==> config.mk <==
export PLATFORM = sky130hd
export DESIGN_NAME = vsv_setpoint
export DESIGN_NICKNAME = d
export VERILOG_FILES = /design/src/vsv_pkg.sv /design/src/vsv_code_to_mv.sv /design/src/vsv_setpoint.sv
export SDC_FILE = /design/constraint.sdc
export NUM_CORES = 1
export LEC_CHECK = 0
export BUFFER_PORTS_ARGS = -buffer_cell sky130_fd_sc_hd__buf_2
export CORE_MARGIN = 8
export CORE_UTILIZATION = 50
export CTS_CLUSTER_DIAMETER = 40
export DETAILED_ROUTE_END_ITERATION = 7
export PLACE_DENSITY = 0.76
export SLEW_MARGIN = 20
export SYNTH_ARGS = -nofsm -noshare
export SYNTH_HDL_FRONTEND = slang
export SYNTH_SLANG_ARGS = --single-unit
==> constraint.sdc <==
create_clock -name SYS_CLK -period 7.1 [get_ports SYS_CLK]
set_input_delay 1.42 -clock SYS_CLK [delete_from_list [all_inputs] [get_ports SYS_CLK]]
set_output_delay 1.42 -clock SYS_CLK [all_outputs]
set_load 0.01 [all_outputs]
==> src/vsv_pkg.sv <==
// constants for the output-voltage setpoint and voltage-id select block
package vsv_pkg;
  localparam logic [7:0] VSV_ADDR_STORE_ALL = 8'h15;
  localparam logic [7:0] VSV_ADDR_SER_READBACK = 8'h31;
  localparam logic [7:0] VSV_ADDR_CTRL_SELECT = 8'hA0;
  localparam logic [7:0] VSV_ADDR_SETPOINT = 8'hA6;
  localparam logic [7:0] VSV_ADDR_ACTIVE_CODE = 8'hA7;
  localparam logic [7:0] VSV_ADDR_OFFSET = 8'hA8;
  localparam logic [7:0] VSV_ADDR_STEP_BOOT = 8'hC2;
  // step_and_boot_config layout: step select in [1:0], boot field in [7:4]
  localparam int VSV_STEP_LSB = 0;
  localparam int VSV_BOOT_LSB = 4;
  localparam logic [1:0] VSV_CTRL_SERIAL = 2'h0;
  localparam logic [1:0] VSV_CTRL_SHARED = 2'h1;
  localparam logic [7:0] VSV_RST_SETPOINT = 8'h00;
  localparam logic [7:0] VSV_RST_OFFSET = 8'h00;
  localparam logic [7:0] VSV_RST_STEP_BOOT = 8'h00;
  localparam logic [1:0] VSV_RST_CTRL = 2'h0;
  localparam logic [7:0] VSV_CODE_MAX = 8'hFF;
  // millivolt table: code 0 is 0 V, code n is base + n steps
  localparam logic [11:0] VSV_BASE_MV_5 = 12'h0F5;
  localparam logic [11:0] VSV_BASE_MV_10 = 12'h1EA;
  localparam logic [11:0] VSV_STEP_MV_5 = 12'h005;
  localparam logic [11:0] VSV_STEP_MV_10 = 12'h00A;
  localparam logic [3:0] VSV_BOOT_LAST_FINE = 4'hC;
endpackage

==> src/vsv_code_to_mv.sv <==
// common code-to-millivolt table for every setpoint source
`timescale 1ns/10ps
module vsv_code_to_mv import vsv_pkg::*; (
  input wire logic [7:0] code,
  input wire logic step_fine,
  output logic [11:0] mv
);
  always_comb begin
    if (code == 8'h00) begin
      mv = 12'h000;
    end else if (step_fine) begin
      mv = VSV_BASE_MV_5 + VSV_STEP_MV_5 * {4'h0, code};
    end else begin
      mv = VSV_BASE_MV_10 + VSV_STEP_MV_10 * {4'h0, code};
    end
  end
endmodule

==> src/vsv_setpoint.sv <==
// output setpoint registers, boot-code map and regulation target selection
//
// What this block does
// - i2c modes take start target from setpoint
// - fine step spans 0.25 to 1.52 V
// - coarse step spans 0.50 to 3.04 V
// - after start, i2c-mode setpoint/offset writes act the next cycle
// - store-all saves setpoint, power-on reloads it
// - boot 0 is 0 V; 1..12 fine only
// - boot 13..15 map 6F/79/83, coarse only
// - active code read-only, readable at two places
// - one code table for both interfaces
// - incompatible boot/step write gets nack
// - code 0 is 0 V, then base plus steps
// - control select picks governing interface
// - control select latched at enable rising
`timescale 1ns/10ps
module vsv_setpoint import vsv_pkg::*; (
  input wire logic SYS_CLK,
  input wire logic RST,
  input wire logic REG_WR,
  input wire logic REG_RD,
  input wire logic [7:0] REG_ADDR,
  input wire logic [7:0] REG_WDATA,
  output logic [7:0] REG_RDATA,
  output logic REG_ACK,
  output logic REG_NACK,
  input wire logic CONV_EN,
  input wire logic SS_DONE,
  input wire logic SER_CODE_VALID,
  input wire logic [7:0] SER_CODE,
  output logic [7:0] SER_READBACK,
  input wire logic NVM_LOAD,
  input wire logic [7:0] NVM_LOAD_SETPOINT,
  input wire logic [7:0] NVM_LOAD_STEP_BOOT,
  output logic NVM_SAVE,
  output logic [7:0] NVM_SAVE_SETPOINT,
  output logic [7:0] NVM_SAVE_STEP_BOOT,
  output logic [7:0] TARGET_CODE,
  output logic [11:0] TARGET_MV,
  output logic [1:0] CTRL_ACTIVE
);
  typedef struct packed {
    logic [7:0] setpoint_reg;
    logic [7:0] offset_reg;
    logic [7:0] offset_start_reg;
    logic [7:0] step_boot_reg;
    logic [1:0] ctrl_sel_reg;
    logic [1:0] ctrl_latched_reg;
    logic en_d_reg;
    logic [7:0] active_reg;
    logic [11:0] mv_reg;
    logic [7:0] rdata_reg;
    logic ack_reg;
    logic nack_reg;
    logic save_reg;
    logic [7:0] save_sp_reg;
    logic [7:0] save_sb_reg;
  } vsv_state_t;

  vsv_state_t st_reg;
  vsv_state_t st_next;
  logic [11:0] table_mv;

  // 4-bit boot field to voltage-id code
  function automatic logic [7:0] boot_to_code(input logic [3:0] boot);
    case (boot)
      4'h0: boot_to_code = 8'h00;
      4'h1: boot_to_code = 8'h65;
      4'h2: boot_to_code = 8'h6F;
      4'h3: boot_to_code = 8'h79;
      4'h4: boot_to_code = 8'h83;
      4'h5: boot_to_code = 8'h8D;
      4'h6: boot_to_code = 8'h97;
      4'h7: boot_to_code = 8'hA1;
      4'h8: boot_to_code = 8'hAB;
      4'h9: boot_to_code = 8'hAF;
      4'hA: boot_to_code = 8'hC9;
      4'hB: boot_to_code = 8'hDD;
      4'hC: boot_to_code = 8'hFB;
      4'hD: boot_to_code = 8'h6F;
      4'hE: boot_to_code = 8'h79;
      default: boot_to_code = 8'h83;
    endcase
  endfunction

  function automatic logic step_is_fine(input logic [1:0] step);
    step_is_fine = (step == 2'h1) || (step == 2'h2);
  endfunction

  // setpoint plus signed offset, clamped to 01..FF; zero stays zero
  function automatic logic [7:0] apply_offset(input logic [7:0] sp, input logic [7:0] ofs);
    logic [9:0] sum;
    sum = {2'b00, sp} + {{2{ofs[7]}}, ofs};
    if (sp == 8'h00) begin
      apply_offset = 8'h00;
    end else if (sum[9]) begin
      apply_offset = 8'h01;
    end else if (sum[8]) begin
      apply_offset = VSV_CODE_MAX;
    end else if (sum[7:0] == 8'h00) begin
      apply_offset = 8'h01;
    end else begin
      apply_offset = sum[7:0];
    end
  endfunction

  function automatic logic boot_step_ok(input logic [7:0] cfg);
    logic [3:0] boot;
    boot = cfg[VSV_BOOT_LSB +: 4];
    if (boot == 4'h0) begin
      boot_step_ok = 1'b1;
    end else if (boot <= VSV_BOOT_LAST_FINE) begin
      boot_step_ok = step_is_fine(cfg[VSV_STEP_LSB +: 2]);
    end else begin
      boot_step_ok = !step_is_fine(cfg[VSV_STEP_LSB +: 2]);
    end
  endfunction

  // every target code goes through the same converter
  vsv_code_to_mv u_conv (
    .code(st_next.active_reg),
    .step_fine(step_is_fine(st_next.step_boot_reg[VSV_STEP_LSB +: 2])),
    .mv(table_mv)
  );

  always_comb begin
    logic [1:0] mode;
    logic i2c_mode;
    logic run;
    logic en_rise;
    st_next = st_reg;
    st_next.ack_reg = 1'b0;
    st_next.nack_reg = 1'b0;
    st_next.save_reg = 1'b0;
    en_rise = CONV_EN && !st_reg.en_d_reg;
    // while disabled the written select governs, while enabled the latched copy does
    mode = st_reg.en_d_reg ? st_reg.ctrl_latched_reg : st_reg.ctrl_sel_reg;
    i2c_mode = mode[1];
    run = st_reg.en_d_reg && CONV_EN && SS_DONE;
    st_next.en_d_reg = CONV_EN;

    if (NVM_LOAD) begin
      st_next.setpoint_reg = NVM_LOAD_SETPOINT;
      st_next.step_boot_reg = NVM_LOAD_STEP_BOOT;
    end

    if (REG_WR) begin
      st_next.ack_reg = 1'b1;
      case (REG_ADDR)
        VSV_ADDR_STORE_ALL: begin
          st_next.save_reg = 1'b1;
          st_next.save_sp_reg = st_reg.setpoint_reg;
          st_next.save_sb_reg = st_reg.step_boot_reg;
        end
        VSV_ADDR_CTRL_SELECT: st_next.ctrl_sel_reg = REG_WDATA[1:0];
        VSV_ADDR_SETPOINT: begin
          // acknowledged in serial modes but has no effect there
          if (i2c_mode) begin
            st_next.setpoint_reg = REG_WDATA;
          end
        end
        VSV_ADDR_OFFSET: begin
          if (mode == VSV_CTRL_SERIAL) begin
            st_next.ack_reg = 1'b0;
            st_next.nack_reg = 1'b1;
          end else begin
            st_next.offset_reg = REG_WDATA;
          end
        end
        VSV_ADDR_STEP_BOOT: begin
          if (boot_step_ok(REG_WDATA)) begin
            st_next.step_boot_reg = REG_WDATA;
          end else begin
            st_next.ack_reg = 1'b0;
            st_next.nack_reg = 1'b1;
          end
        end
        default: begin
          // read-only and unmapped addresses refuse the write
          st_next.ack_reg = 1'b0;
          st_next.nack_reg = 1'b1;
        end
      endcase
    end else if (REG_RD) begin
      st_next.ack_reg = 1'b1;
      case (REG_ADDR)
        VSV_ADDR_SER_READBACK: st_next.rdata_reg = st_reg.active_reg;
        VSV_ADDR_ACTIVE_CODE: st_next.rdata_reg = st_reg.active_reg;
        VSV_ADDR_CTRL_SELECT: st_next.rdata_reg = {6'h00, st_reg.ctrl_sel_reg};
        VSV_ADDR_SETPOINT: st_next.rdata_reg = st_reg.setpoint_reg;
        VSV_ADDR_OFFSET: st_next.rdata_reg = st_reg.offset_reg;
        VSV_ADDR_STEP_BOOT: st_next.rdata_reg = st_reg.step_boot_reg;
        default: begin
          st_next.rdata_reg = 8'h00;
          st_next.ack_reg = 1'b0;
          st_next.nack_reg = 1'b1;
        end
      endcase
    end

    if (en_rise) begin
      st_next.ctrl_latched_reg = st_reg.ctrl_sel_reg;
      st_next.offset_start_reg = st_reg.offset_reg;
      if (st_reg.ctrl_sel_reg[1]) begin
        st_next.active_reg = apply_offset(st_reg.setpoint_reg, st_reg.offset_reg);
      end else if (st_reg.ctrl_sel_reg == VSV_CTRL_SHARED) begin
        st_next.active_reg = apply_offset(boot_to_code(st_reg.step_boot_reg[VSV_BOOT_LSB +: 4]),
                                          st_reg.offset_reg);
      end else begin
        st_next.active_reg = boot_to_code(st_reg.step_boot_reg[VSV_BOOT_LSB +: 4]);
      end
    end else if (!CONV_EN) begin
      st_next.active_reg = 8'h00;
    end else if (run && i2c_mode) begin
      // tracks the stored values, so a write lands the cycle after it is taken
      st_next.active_reg = apply_offset(st_reg.setpoint_reg, st_reg.offset_reg);
    end else if (run && SER_CODE_VALID) begin
      // shared mode keeps the offset captured at start-up
      st_next.active_reg = (mode == VSV_CTRL_SHARED) ?
                           apply_offset(SER_CODE, st_reg.offset_start_reg) : SER_CODE;
    end
    st_next.mv_reg = table_mv;
  end

  always_ff @(posedge SYS_CLK or posedge RST) begin
    if (RST) begin
      st_reg <= '0;
      st_reg.setpoint_reg <= VSV_RST_SETPOINT;
      st_reg.offset_reg <= VSV_RST_OFFSET;
      st_reg.step_boot_reg <= VSV_RST_STEP_BOOT;
      st_reg.ctrl_sel_reg <= VSV_RST_CTRL;
      st_reg.ctrl_latched_reg <= VSV_RST_CTRL;
    end else begin
      st_reg <= st_next;
    end
  end

  assign REG_RDATA = st_reg.rdata_reg;
  assign REG_ACK = st_reg.ack_reg;
  assign REG_NACK = st_reg.nack_reg;
  assign SER_READBACK = st_reg.active_reg;
  assign NVM_SAVE = st_reg.save_reg;
  assign NVM_SAVE_SETPOINT = st_reg.save_sp_reg;
  assign NVM_SAVE_STEP_BOOT = st_reg.save_sb_reg;
  assign TARGET_CODE = st_reg.active_reg;
  assign TARGET_MV = st_reg.mv_reg;
  assign CTRL_ACTIVE = st_reg.ctrl_latched_reg;
endmodule

* After elaboration in Yosys (flattened, before gate mapping) *
Memories as Yosys holds them, arrays and structs flattened.
Cells that the tools add are included.

storage, ports and cells
  flip-flop bits (word level) = 84
  ROM bits = 256
  logic and storage cells = 114
  memories = 2

memory list
  memory            depth  width  rd ports  clocked after Yosys merged registers in  wr ports  RTL line            text
  (name not given)  16     8      1         0                                        0         vsv_setpoint.sv:67  case (boot)
  (name not given)  16     8      1         0                                        0         vsv_setpoint.sv:67

cells by class
  add/subtract/negate cells = 5
  multiply operators = 2
  order comparisons = 1
  equality and inequality tests = 13
  muxes and demuxes = 49
  bitwise gates (word level) = 2
  reduce and logical (&&, ||, !) cells = 25

operator list
  cell                                                    number
  two-way mux 8 bit                                       30
  zero test 8 bit                                         7
  equality test 8 bit (second input constant)             5
  one-hot mux 8 bit (5 select lines)                      1
  two-way mux 17 bit                                      2
  adder 9 x 8 -> 10 bit                                   3
  two-way mux 12 bit                                      2
  multiplier 3 x 8 -> 11 bit (first input constant)       2
  two-way mux 16 bit                                      1
  two-way mux 2 bit                                       7
  adder 8 x 11 -> 12 bit (first input constant)           1
  adder 9 x 12 -> 12 bit (first input constant)           1
  two-way mux 10 bit                                      1
  equality test 2 x 1 -> 1 bit (second input constant)    4
  equality test 8 x 5 -> 1 bit (second input constant)    1
  equality test 8 x 6 -> 1 bit (second input constant)    1
  one-hot mux 2 bit (3 select lines)                      1
  AND reduction 2 bit                                     3
  OR reduction 6 bit                                      1
  logical AND 1 bit                                       5
  equality test 2 bit (second input constant)             2
  less-or-equal comparator 4 bit (second input constant)  1
  zero test 4 bit                                         1
  two-way mux 1 bit                                       4
  7 further kinds                                         10

* Longest topological paths before layout *
Gate-level depths: netlist of run 1.

  depth in word-level cells = 17
  depth in mapped cells = 28
  gate-level depth less buffers = 28

* Modules after synthesis *
Synthesis of run 1 repeated with hierarchy kept, for this count alone.

unflattened totals
  cell total of the unflattened synthesis = 795
  area, all modules = 7091.8 um^2

by module, submodules not included
  module          times used  cells each  area each (um^2)  sequential area each (um^2)
  vsv_setpoint    1           642         5914.4            2102.0
  vsv_code_to_mv  1           153         1177.4            0.0

* Worst setup path before layout of run 1 *
No wires, ideal clock.

  kind = input port to flip-flop
  start point = input port SER_CODE[0]
  end point = register st_reg, in the netlist TARGET_MV[10]
  setup time = 0.099 ns
  arrival = 6.751 ns
  path slack = 0.249 ns
  stages on the path = 24
  cells stage by stage = ha_1 -> inv_1 -> fa_1 -> nand2b_1 -> a21oi_1 -> a211o_1 -> xor2_1 -> nand2b_1 -> a22oi_1 -> o21ai_0 -> a21oi_1 -> a221oi_1 -> ha_1 -> fa_1 -> a21o_1 -> a21oi_1 -> xnor2_1 -> nor4_1 -> o22ai_1 -> nor2_1 -> a31oi_1 -> a41oi_1 -> nand3_1 -> a311oi_1

RTL lines
  element               RTL line             text
  from (decl)           vsv_setpoint.sv:31   input wire logic [7:0] SER_CODE,
  to (signal assigned)  vsv_setpoint.sv:235  st_reg <= st_next;
  to (decl)             vsv_setpoint.sv:61   vsv_state_t st_reg;

==> flow_summary.rst, run 1 <==
.. list-table::
   :header-rows: 1

   * - Metric
     - Value
   * - Predominant post-synthesis flop cell
     - sky130_fd_sc_hd__dfrtp_1
   * - Endpoint required time on the critical path
     - 7.36 ns
   * - Main area contributors after synthesis
     - sky130_fd_sc_hd__dfrtp_1 29%, sky130_fd_sc_hd__ha_1 10%, sky130_fd_sc_hd__buf_4 5.7%, sky130_fd_sc_hd__nand2_1 5.2%, sky130_fd_sc_hd__o21ai_0 3.7%
   * - Layout Nets
     - 1013
   * - Die Y
     - 136 um
   * - Register clock-pin slew on the reported worst setup and hold paths
     - 0.07 ns
   * - Largest net degree at the start of global routing
     - 52
   * - Synth Register Bits
     - 84
   * - Cell Rows
     - 44
   * - Maximum clock frequency
     - 152 MHz
   * - Count of maximum capacitance violations
     - 0
   * - Setup WS post-layout
     - 0.533 ns
   * - Via count of the first global-routing pass
     - 6097
   * - Largest area contributor in the synthesized netlist
     - sky130_fd_sc_hd__dfrtp_1
   * - Post-route DRC violation count
     - 0
   * - Antenna violation net count after detailed routing
     - 0
   * - Total negative slack for setup checks
     - 0 ns
   * - Initial antenna violation count
     - 0
   * - Arr. time, crit path
     - 6.82 ns
   * - Mapped Area
     - 7240 um^2
   * - Placed instance area
     - 7610 um^2
   * - Reg-to-reg setup timing slack
     - 0.53 ns
   * - Number of CTS-inserted buffers
     - 9
   * - Part of the cycle the worst path needs
     - 0.925
   * - Worst slack, placed
     - 0.146 ns
   * - Max-slew headroom at the worst pin
     - 0.310
   * - Initial Utilization
     - 0.506
   * - Estimated wirelength of the detail-placed design
     - 16000 um
   * - Post-Synthesis Cells
     - 848
   * - Hold Fails Final Rpt
     - 0
   * - Count of clock tree sinks
     - 84
   * - Net count of the mapped netlist
     - 964
   * - Routed wire length per instance
     - 19.1 um
   * - Final Skew
     - 0.00737 ns
   * - Total number of vias
     - 6402
   * - Global router's overall resource usage
     - 0.222
   * - Ant diodes
     - 0
   * - Cell Count, Final, Fillers Out
     - 1086
   * - Number of flip-flops under the largest register name
     - 35
   * - Hold Buf Count CTS
     - 0
   * - CTS tree
     - done
   * - Transition time of the tightest slew-check pin
     - 1.03 ns
   * - CP startpoint kind
     - flip-flop
   * - Power per Cell Area
     - 211 nW/um^2
   * - Share of async-settable or async-resettable flops after synthesis
     - 1.00
   * - Largest vdd supply drop
     - 0.000137 V
   * - CTS max path bufs
     - 2
   * - Final design area excluding fillers
     - 7930 um^2
   * - Total of fill cells in the finished design
     - 1341
   * - Launching point of the worst reg2reg path
     - st_reg[56]
   * - Sum of internal, switching and leakage power
     - 1.67 mW
   * - Clock insertion delay at the later pin of the skew report
     - 0.35 ns
   * - DIE AREA
     - 18600 um^2
   * - Placeable core area
     - 14300 um^2
   * - Worst path most repeated cell
     - sky130_fd_sc_hd__ha_1
   * - Unique cell type count in the Yosys netlist
     - 66
   * - Number of top-level design ports
     - 105
   * - Share of post-route cells with drive strength above 1
     - 0.191
   * - Number of synthesized flops with an enable pin
     - 0
   * - Routed Wire Length
     - 20800 um
   * - Start-to-end type of the worst setup path
     - reg2reg
   * - Synth top area share
     - 0.290
   * - Root buffer cell
     - sky130_fd_sc_hd__clkbuf_16
   * - Worst Hold End
     - NVM_SAVE_SETPOINT[4]
   * - H-tree lvl count
     - 3
   * - First-pass GRT wire length
     - 32200 um
   * - Placed Cells
     - 1069
   * - Synth Area per Inst
     - 8.54 um^2
   * - Cell depth of the worst flop-to-flop path
     - 29
   * - Number of optimization iterations in the first detailed-route pass
     - 5
   * - Worst Hold Class
     - reg2reg
   * - Status
     - completed
   * - Number of buffers added on ports
     - 104
   * - Average vias per placed instance
     - 5.90
   * - Total overflow reported by the global router
     - 0
   * - Count of final max-slew check failures
     - 0
   * - Final count of negative-setup-slack endpoints
     - 0
   * - Die Width
     - 136 um
   * - Number of cells on the worst hold path
     - 2
   * - Period minus WS final
     - 6.57 ns
   * - Part of the Yosys area used for sequential elements
     - 0.290
   * - Initial DRC count
     - 594
   * - Stage delay of the slowest cell on the critical path
     - 0.51 ns
   * - Synth warnings
     - 0
   * - Endpoint of the worst register-to-register path
     - TARGET_MV[10]
   * - Utilization after layout
     - 0.554
   * - Reported leakage power
     - 3.93 nW
   * - Nature of the critical path endpoint
     - flip-flop
   * - Synth-to-layout area growth
     - 9.58%
   * - Worst hold slack
     - 0.470 ns
   * - Standard cell with the maximum stage delay on the critical path
     - sky130_fd_sc_hd__or4_1
   * - Worst-path maximum fanout
     - 7
   * - Routability cong.
     - 1.02
   * - Origin of the worst min-delay path
     - NVM_SAVE_SETPOINT[4]
-- Yosys cell counts, types with 7 or more instances --
cell type / instances
sky130_fd_sc_hd__buf_4: 55
sky130_fd_sc_hd__mux2_2: 17
sky130_fd_sc_hd__nor2_1: 59
sky130_fd_sc_hd__nand2b_1: 10
sky130_fd_sc_hd__a21o_1: 17
sky130_fd_sc_hd__xor2_1: 16
sky130_fd_sc_hd__nor3_1: 14
sky130_fd_sc_hd__o211ai_1: 8
sky130_fd_sc_hd__a31oi_1: 15
sky130_fd_sc_hd__nand4_1: 7
sky130_fd_sc_hd__nand3b_1: 7
sky130_fd_sc_hd__ha_1: 60
sky130_fd_sc_hd__dfrtp_1: 84
sky130_fd_sc_hd__xnor2_1: 23
sky130_fd_sc_hd__a211oi_1: 10
sky130_fd_sc_hd__a211o_1: 8
sky130_fd_sc_hd__inv_1: 49
sky130_fd_sc_hd__nor2b_1: 9
sky130_fd_sc_hd__mux2i_1: 23
sky130_fd_sc_hd__a21oi_1: 49
sky130_fd_sc_hd__fa_1: 8
sky130_fd_sc_hd__nand3_1: 14
sky130_fd_sc_hd__nor4_1: 7
sky130_fd_sc_hd__clkbuf_1: 30
sky130_fd_sc_hd__nand2_1: 101
sky130_fd_sc_hd__o21ai_0: 54
sky130_fd_sc_hd__o21a_1: 7
-- report_power, final --
| group | leakage, nW | total [mW] | internal, mW | switching [mW] |
|---|---|---|---|---|
| Combinational | 2.71 | 0.601 | 0.252 | 0.349 |
| Sequential | 1.07 | 0.586 | 0.534 | 0.0523 |
| Clock | 0.149 | 0.482 | 0.250 | 0.232 |
| Total | 3.93 | 1.67 | 1.04 | 0.633 |
-- placed cells by master, fill, tap and decap left out, drive strengths merged, types with 5 or more instances in the layout --
cell type | synthesis | final
a211o | 8 | 8
a211oi | 12 | 12
a21o | 17 | 17
a21oi | 49 | 49
a221oi | 5 | 5
a222oi | 6 | 6
a31oi | 15 | 15
and2 | 6 | 6
and3 | 6 | 6
buf | 56 | 124
clkbuf | 30 | 9
dfrtp | 84 | 84
fa | 8 | 8
ha | 60 | 60
inv | 49 | 52
mux2 | 17 | 17
mux2i | 23 | 23
nand2 | 101 | 101
nand2b | 10 | 10
nand3 | 14 | 14
nand3b | 7 | 7
nand4 | 7 | 7
nor2 | 59 | 59
nor2b | 10 | 10
nor3 | 14 | 14
nor4 | 8 | 8
o211ai | 8 | 8
o21a | 7 | 7
o21ai | 56 | 56
or3 | 6 | 6
xnor2 | 23 | 23
xor2 | 16 | 16
-- worst max path at each step --
stage / from / to / cells after the start / slack (ns)
floorplan: SER_CODE[0] / TARGET_MV[10] / 24 / 0.25
global placement: SER_CODE[0] / TARGET_MV[10] / 27 / 0.28
detailed placement: SER_CODE[0] / TARGET_MV[10] / 27 / 0.15
CTS: st_reg[56] / TARGET_MV[10] / 27 / 0.22
global route: st_reg[56] / TARGET_MV[10] / 27 / -0.01
finish: st_reg[56] / TARGET_MV[10] / 29 / 0.53
-- cell type report --
type	count	area (um^2)	share of cell area
clock buffers	9	225	0.0284
clock inverters	7	76.3	0.00962
inverters	49	185	0.0233
multi-input cells	629	4440	0.560
flip-flops and latches	84	2100	0.265
well taps	184	230	0.0290
repair buffers	124	671	0.0846
-- worst max-delay path: cells and delay by family, from the launching register on --
kind | cells | cell delay [ns]
buf+inv | 4 | 0.66
flops | 1 | 0.38
xor+xnor | 2 | 0.34
mux | 1 | 0.25
compound gates | 12 | 2.23
fa+ha+maj | 5 | 1.42
simple gates | 5 | 1.18
-- per-layer routing --
metal | vias to the layer above | part of all wire | wire [um] | GRT usage
li1 | 3077 | - | - | -
met1 | 3010 | 0.41 | 8510 | 0.281
met2 | 267 | 0.47 | 9780 | 0.356
met3 | 48 | 0.085 | 1770 | 0.0565
met4 | 0 | 0.034 | 710 | 0.0811
met5 | - | 0 | 0 | 0
-- kinds of logic (layout without fill, tap and decap cells) --
family,count (synthesis),in the layout,synth area share
flops,84,84,0.290
simple gates,261,261,0.172
buf+inv,135,189,0.0987
mux,41,41,0.0614
xor+xnor,39,39,0.0472
compound gates,220,220,0.205
fa+ha+maj,68,68,0.126
-- what timing repair did --
item / in CTS / in global routing
gates resized for setup: 0 / 3
endpoints found under the setup margin: 0 / 1
setup buffers: 0 / 1
(Power assumes the default switching activity.)
==> inputs of run 2 (changes only) <==
--- a/config.mk
+++ b/config.mk
@@ -16,2 +16,4 @@
 export SYNTH_HDL_FRONTEND = slang
+export SYNTH_HIERARCHICAL = 1
 export SYNTH_SLANG_ARGS = --single-unit
+export TNS_END_PERCENT = 20
--- a/constraint.sdc
+++ b/constraint.sdc
@@ -3,2 +3,2 @@
 set_output_delay 1.42 -clock SYS_CLK [all_outputs]
-set_load 0.01 [all_outputs]
+set_load 0.02 [all_outputs]
==> run 2 against run 1 <==
Against the previous run: cell count is 6.3% lower; highest routed layer unchanged; sequential share of layout area grew 0.93 points; via count shrank 7.0%; synthesized cell count is 6.3% lower; routed wire length down 11%; synthesized area decreased by 2.0%; setup slack better by 0.52 ns; combinational power increased by 8.2%; worst hold slack improved by 0.0032 ns; total power increased by 2.9%.
==> flow_summary.rst, run 2 <==
.. list-table::
   :header-rows: 1

   * - Metric
     - Value
   * - Status
     - completed
   * - Endpoint required time on the critical path
     - 7.36 ns (about the same)
   * - Clock insertion delay at the later pin of the skew report
     - 0.35 ns (about the same)
   * - Final Skew
     - 0.00610 ns (-0.00127 ns)
   * - Initial Utilization
     - 0.511 (+0.00522)
   * - Total overflow reported by the global router
     - 0 (unchanged)
   * - Layout Nets
     - 948 (-6.4%)
   * - Placeable core area
     - 13900 um^2 (-3.0%)
   * - Post-CTS repair timing setup buffer count
     - 0 (unchanged)
   * - Standard cell with the maximum stage delay on the critical path
     - sky130_fd_sc_hd__mux4_2
   * - Power per Cell Area
     - 224 nW/um^2 (+6.6%)
   * - Reported leakage power
     - 3.73 nW (-5.1%)
   * - Number of CTS-inserted buffers
     - 9 (unchanged)
   * - Worst path most repeated cell
     - sky130_fd_sc_hd__ha_1
   * - Post-route DRC violation count
     - 0 (unchanged)
   * - Average vias per placed instance
     - 5.85 (-0.77%)
   * - Share of post-route cells with drive strength above 1
     - 0.208 (+0.0169)
   * - Synth warnings
     - 6 (+6)
   * - Total of fill cells in the finished design
     - 1248 (-6.9%)
   * - Cell depth of the worst flop-to-flop path
     - 20 (-31%)
   * - Routability cong.
     - 0.951 (-6.7%)
   * - Synth Area per Inst
     - 8.92 um^2 (+4.5%)
   * - Net count of the mapped netlist
     - 910 (-5.6%)
   * - CTS tree
     - done
   * - Nature of the critical path endpoint
     - flip-flop
   * - Routed wire length per instance
     - 18.1 um (-5.5%)
   * - Estimated wirelength of the detail-placed design
     - 14300 um (-10%)
   * - Hold Fails Final Rpt
     - 0 (unchanged)
   * - Total number of vias
     - 5955 (-7.0%)
   * - Highest-count cells in the layout ignoring fill and taps
     - 104 x sky130_fd_sc_hd__buf_2, 84 x sky130_fd_sc_hd__dfrtp_1, 66 x sky130_fd_sc_hd__nor2_1
   * - Worst Hold Class
     - reg2reg
   * - Leading cell type in the layout, fill and taps excluded
     - sky130_fd_sc_hd__buf_2
   * - Stage delay of the slowest cell on the critical path
     - 0.53 ns (+0.02 ns)
   * - Cell with the most instances after synthesis
     - sky130_fd_sc_hd__dfrtp_1
   * - Part of the Yosys area used for sequential elements
     - 0.296 (+0.00599)
   * - Antenna violation net count after detailed routing
     - 0 (unchanged)
   * - Via count of the first global-routing pass
     - 5717 (-6.2%)
   * - Ant diodes
     - 0 (unchanged)
   * - Routed Wire Length
     - 18400 um (-11%)
   * - Main area contributors after synthesis
     - sky130_fd_sc_hd__dfrtp_1 30%, sky130_fd_sc_hd__ha_1 11%, sky130_fd_sc_hd__buf_4 5.8%, sky130_fd_sc_hd__mux2_2 4.1%, sky130_fd_sc_hd__nor2_1 3.5%
   * - Number of buffers added on ports
     - 104 (unchanged)
   * - Largest net degree at the start of global routing
     - 65 (+25%)
   * - Largest area contributor in the synthesized netlist
     - sky130_fd_sc_hd__dfrtp_1
   * - CTS max path bufs
     - 2 (unchanged)
   * - Synth Register Bits
     - 84 (unchanged)
   * - Setup WS post-layout
     - 1.05 ns (+0.519 ns)
   * - Mapped Area
     - 7090 um^2 (-2.0%)
   * - First-pass GRT wire length
     - 29300 um (-9.1%)
   * - Number of flip-flops under the largest register name
     - 35 (unchanged)
   * - Share of async-settable or async-resettable flops after synthesis
     - 1.00 (unchanged)
   * - Timing endpoint of the critical path
     - TARGET_MV[10]
   * - Register clock-pin slew on the reported worst setup and hold paths
     - 0.07 ns (about the same)
   * - Predominant post-synthesis flop cell
     - sky130_fd_sc_hd__dfrtp_1
   * - Global router's overall resource usage
     - 0.200 (-0.0212)
   * - Count of clock tree sinks
     - 84 (unchanged)
   * - Synth top area share
     - 0.296 (+0.00599)
   * - Part of the cycle the worst path needs
     - 0.852 (-0.0731)
   * - Die Y
     - 135 um (-0.89%)
   * - Final count of negative-setup-slack endpoints
     - 0 (unchanged)
   * - Total negative slack for setup checks
     - 0 ns (unchanged)
   * - Count of maximum capacitance violations
     - 0 (unchanged)
   * - Synth-to-layout area growth
     - 7.99%
   * - Arr. time, crit path
     - 6.31 ns (-0.51 ns)
   * - Endpoint of the worst register-to-register path
     - TARGET_MV[10]
   * - Number of top-level design ports
     - 105 (unchanged)
   * - Period minus WS final
     - 6.05 ns (-0.519 ns)
   * - Largest vdd supply drop
     - 0.000132 V (-4.1%)
   * - Cell breakdown of the critical path
     - inv_1 -> ha_1 -> mux4_2 -> ha_1 -> a211oi_1 -> o31ai_1 -> a2111o_1 -> o211ai_1 -> nand2b_2 -> o21ai_0 -> a221o_1 -> ha_1 -> ha_1 -> ha_1 -> a211oi_1 -> o21bai_1 -> xor2_1 -> o311ai_2 -> xnor2_1 -> a211oi_2
   * - Start-to-end type of the worst setup path
     - reg2reg
   * - Count of final max-slew check failures
     - 0 (unchanged)
   * - Die Width
     - 135 um (-0.89%)
   * - RSZ-0062 raised after global routing
     - no
   * - H-tree lvl count
     - 3 (unchanged)
   * - Reg-to-reg setup timing slack
     - 1.05 ns (+0.52 ns)
   * - Maximum clock frequency
     - 165 MHz (+8.6%)
   * - Initial DRC count
     - 484 (-19%)
   * - Number of synthesized flops with an enable pin
     - 0 (unchanged)
   * - Hold Buf Count CTS
     - 0 (unchanged)
   * - Launching point of the worst reg2reg path
     - st_reg[56]
   * - Number of optimization iterations in the first detailed-route pass
     - 7 (+2)
   * - Post-cts repair resize count
     - 0 (unchanged)
   * - CP startpoint
     - st_reg[56]
   * - Worst slack, placed
     - 0.915 ns (+0.769 ns)
   * - Cell Rows
     - 43 (-2.3%)
   * - Max-slew headroom at the worst pin
     - 0.389 (+0.0785)
   * - DIE AREA
     - 18300 um^2 (-1.8%)
   * - Initial antenna violation count
     - 0 (unchanged)
   * - Worst-path maximum fanout
     - 7 (unchanged)
   * - Top cells by count, synth
     - 84 x sky130_fd_sc_hd__dfrtp_1, 66 x sky130_fd_sc_hd__nor2_1, 61 x sky130_fd_sc_hd__ha_1
   * - Post-Synthesis Cells
     - 795 (-6.3%)
   * - Transition time of the tightest slew-check pin
     - 0.909 ns (-0.120 ns)
   * - Unique cell type count in the Yosys netlist
     - 83 (+26%)
   * - Root buffer cell
     - sky130_fd_sc_hd__clkbuf_16
   * - CP startpoint kind
     - flip-flop
## run 2: logic make-up (layout without fill, tap and decap cells)
family	count (synthesis)	after routing	synth area share
XOR/XNOR	35	35	0.0432
buffers and inverters	126	169	0.0967
flip-flops	84	84	0.296
AO/OA/AOI/OAI	202	202	0.198
adder cells (fa/ha/maj)	67	67	0.125
AND/OR/NAND/NOR	232	232	0.165
multiplexers	49	49	0.0755
## run 2: worst min path at each step
stage,cells after the start,slack [ns],end,from
finish,2,0.47,NVM_SAVE_STEP_BOOT[2],NVM_SAVE_STEP_BOOT[2]
global placement,2,0.45,NVM_SAVE_STEP_BOOT[2],NVM_SAVE_STEP_BOOT[2]
CTS,2,0.48,NVM_SAVE_STEP_BOOT[2],NVM_SAVE_STEP_BOOT[2]
floorplan,2,0.45,NVM_SAVE_STEP_BOOT[2],NVM_SAVE_STEP_BOOT[2]
detailed placement,2,0.47,NVM_SAVE_STEP_BOOT[2],NVM_SAVE_STEP_BOOT[2]
global route,2,0.51,NVM_SAVE_SETPOINT[1],NVM_SAVE_SETPOINT[1]
## run 2: critical path: cells and delay by family, from the launching register on
family,cells,cell delay (ns)
AND/OR/NAND/NOR,1,0.24
AO/OA/AOI/OAI,10,2.87
XOR/XNOR,2,0.34
multiplexers,1,0.53
buffers and inverters,1,0.15
adder cells (fa/ha/maj),5,1.34
flip-flops,1,0.48
## run 2: metrics by stage
stage | hold WS (ns) | util | cells | instance area, um^2 | total power, mW
global placement | 0.455 | 0.529 | 1002 | 7350 | 1.23
detailed placement | 0.467 | 0.529 | 1002 | 7350 | 1.23
global route | 0.515 | 0.552 | 1018 | 7660 | 1.82
finish | 0.473 | 0.552 | 1018 | 7660 | 1.72
floorplan | 0.447 | - | 795 | 7090 | 1.12
CTS | 0.484 | 0.552 | 1018 | 7660 | 1.73
## run 2: final cells by class
class | count | area (um^2) | share of cell area
multi-input cells | 585 | 4310 | 0.562
flip-flops and latches | 84 | 2100 | 0.274
repair buffers | 107 | 543 | 0.0709
clock buffers | 9 | 225 | 0.0294
well taps | 180 | 225 | 0.0294
inverters | 46 | 174 | 0.0227
clock inverters | 7 | 82.6 | 0.0108
## run 2: per-layer routing
metal,global-route usage,wire (um)
met1,0.251,7950
met4,0.0870,551
met5,0,0
met2,0.333,8680
met3,0.0323,1220
## run 2: where the power goes
group,internal [mW],switching [mW]
clock network,0.278,0.207
logic,0.257,0.393
registers,0.535,0.0484
total,1.07,0.648
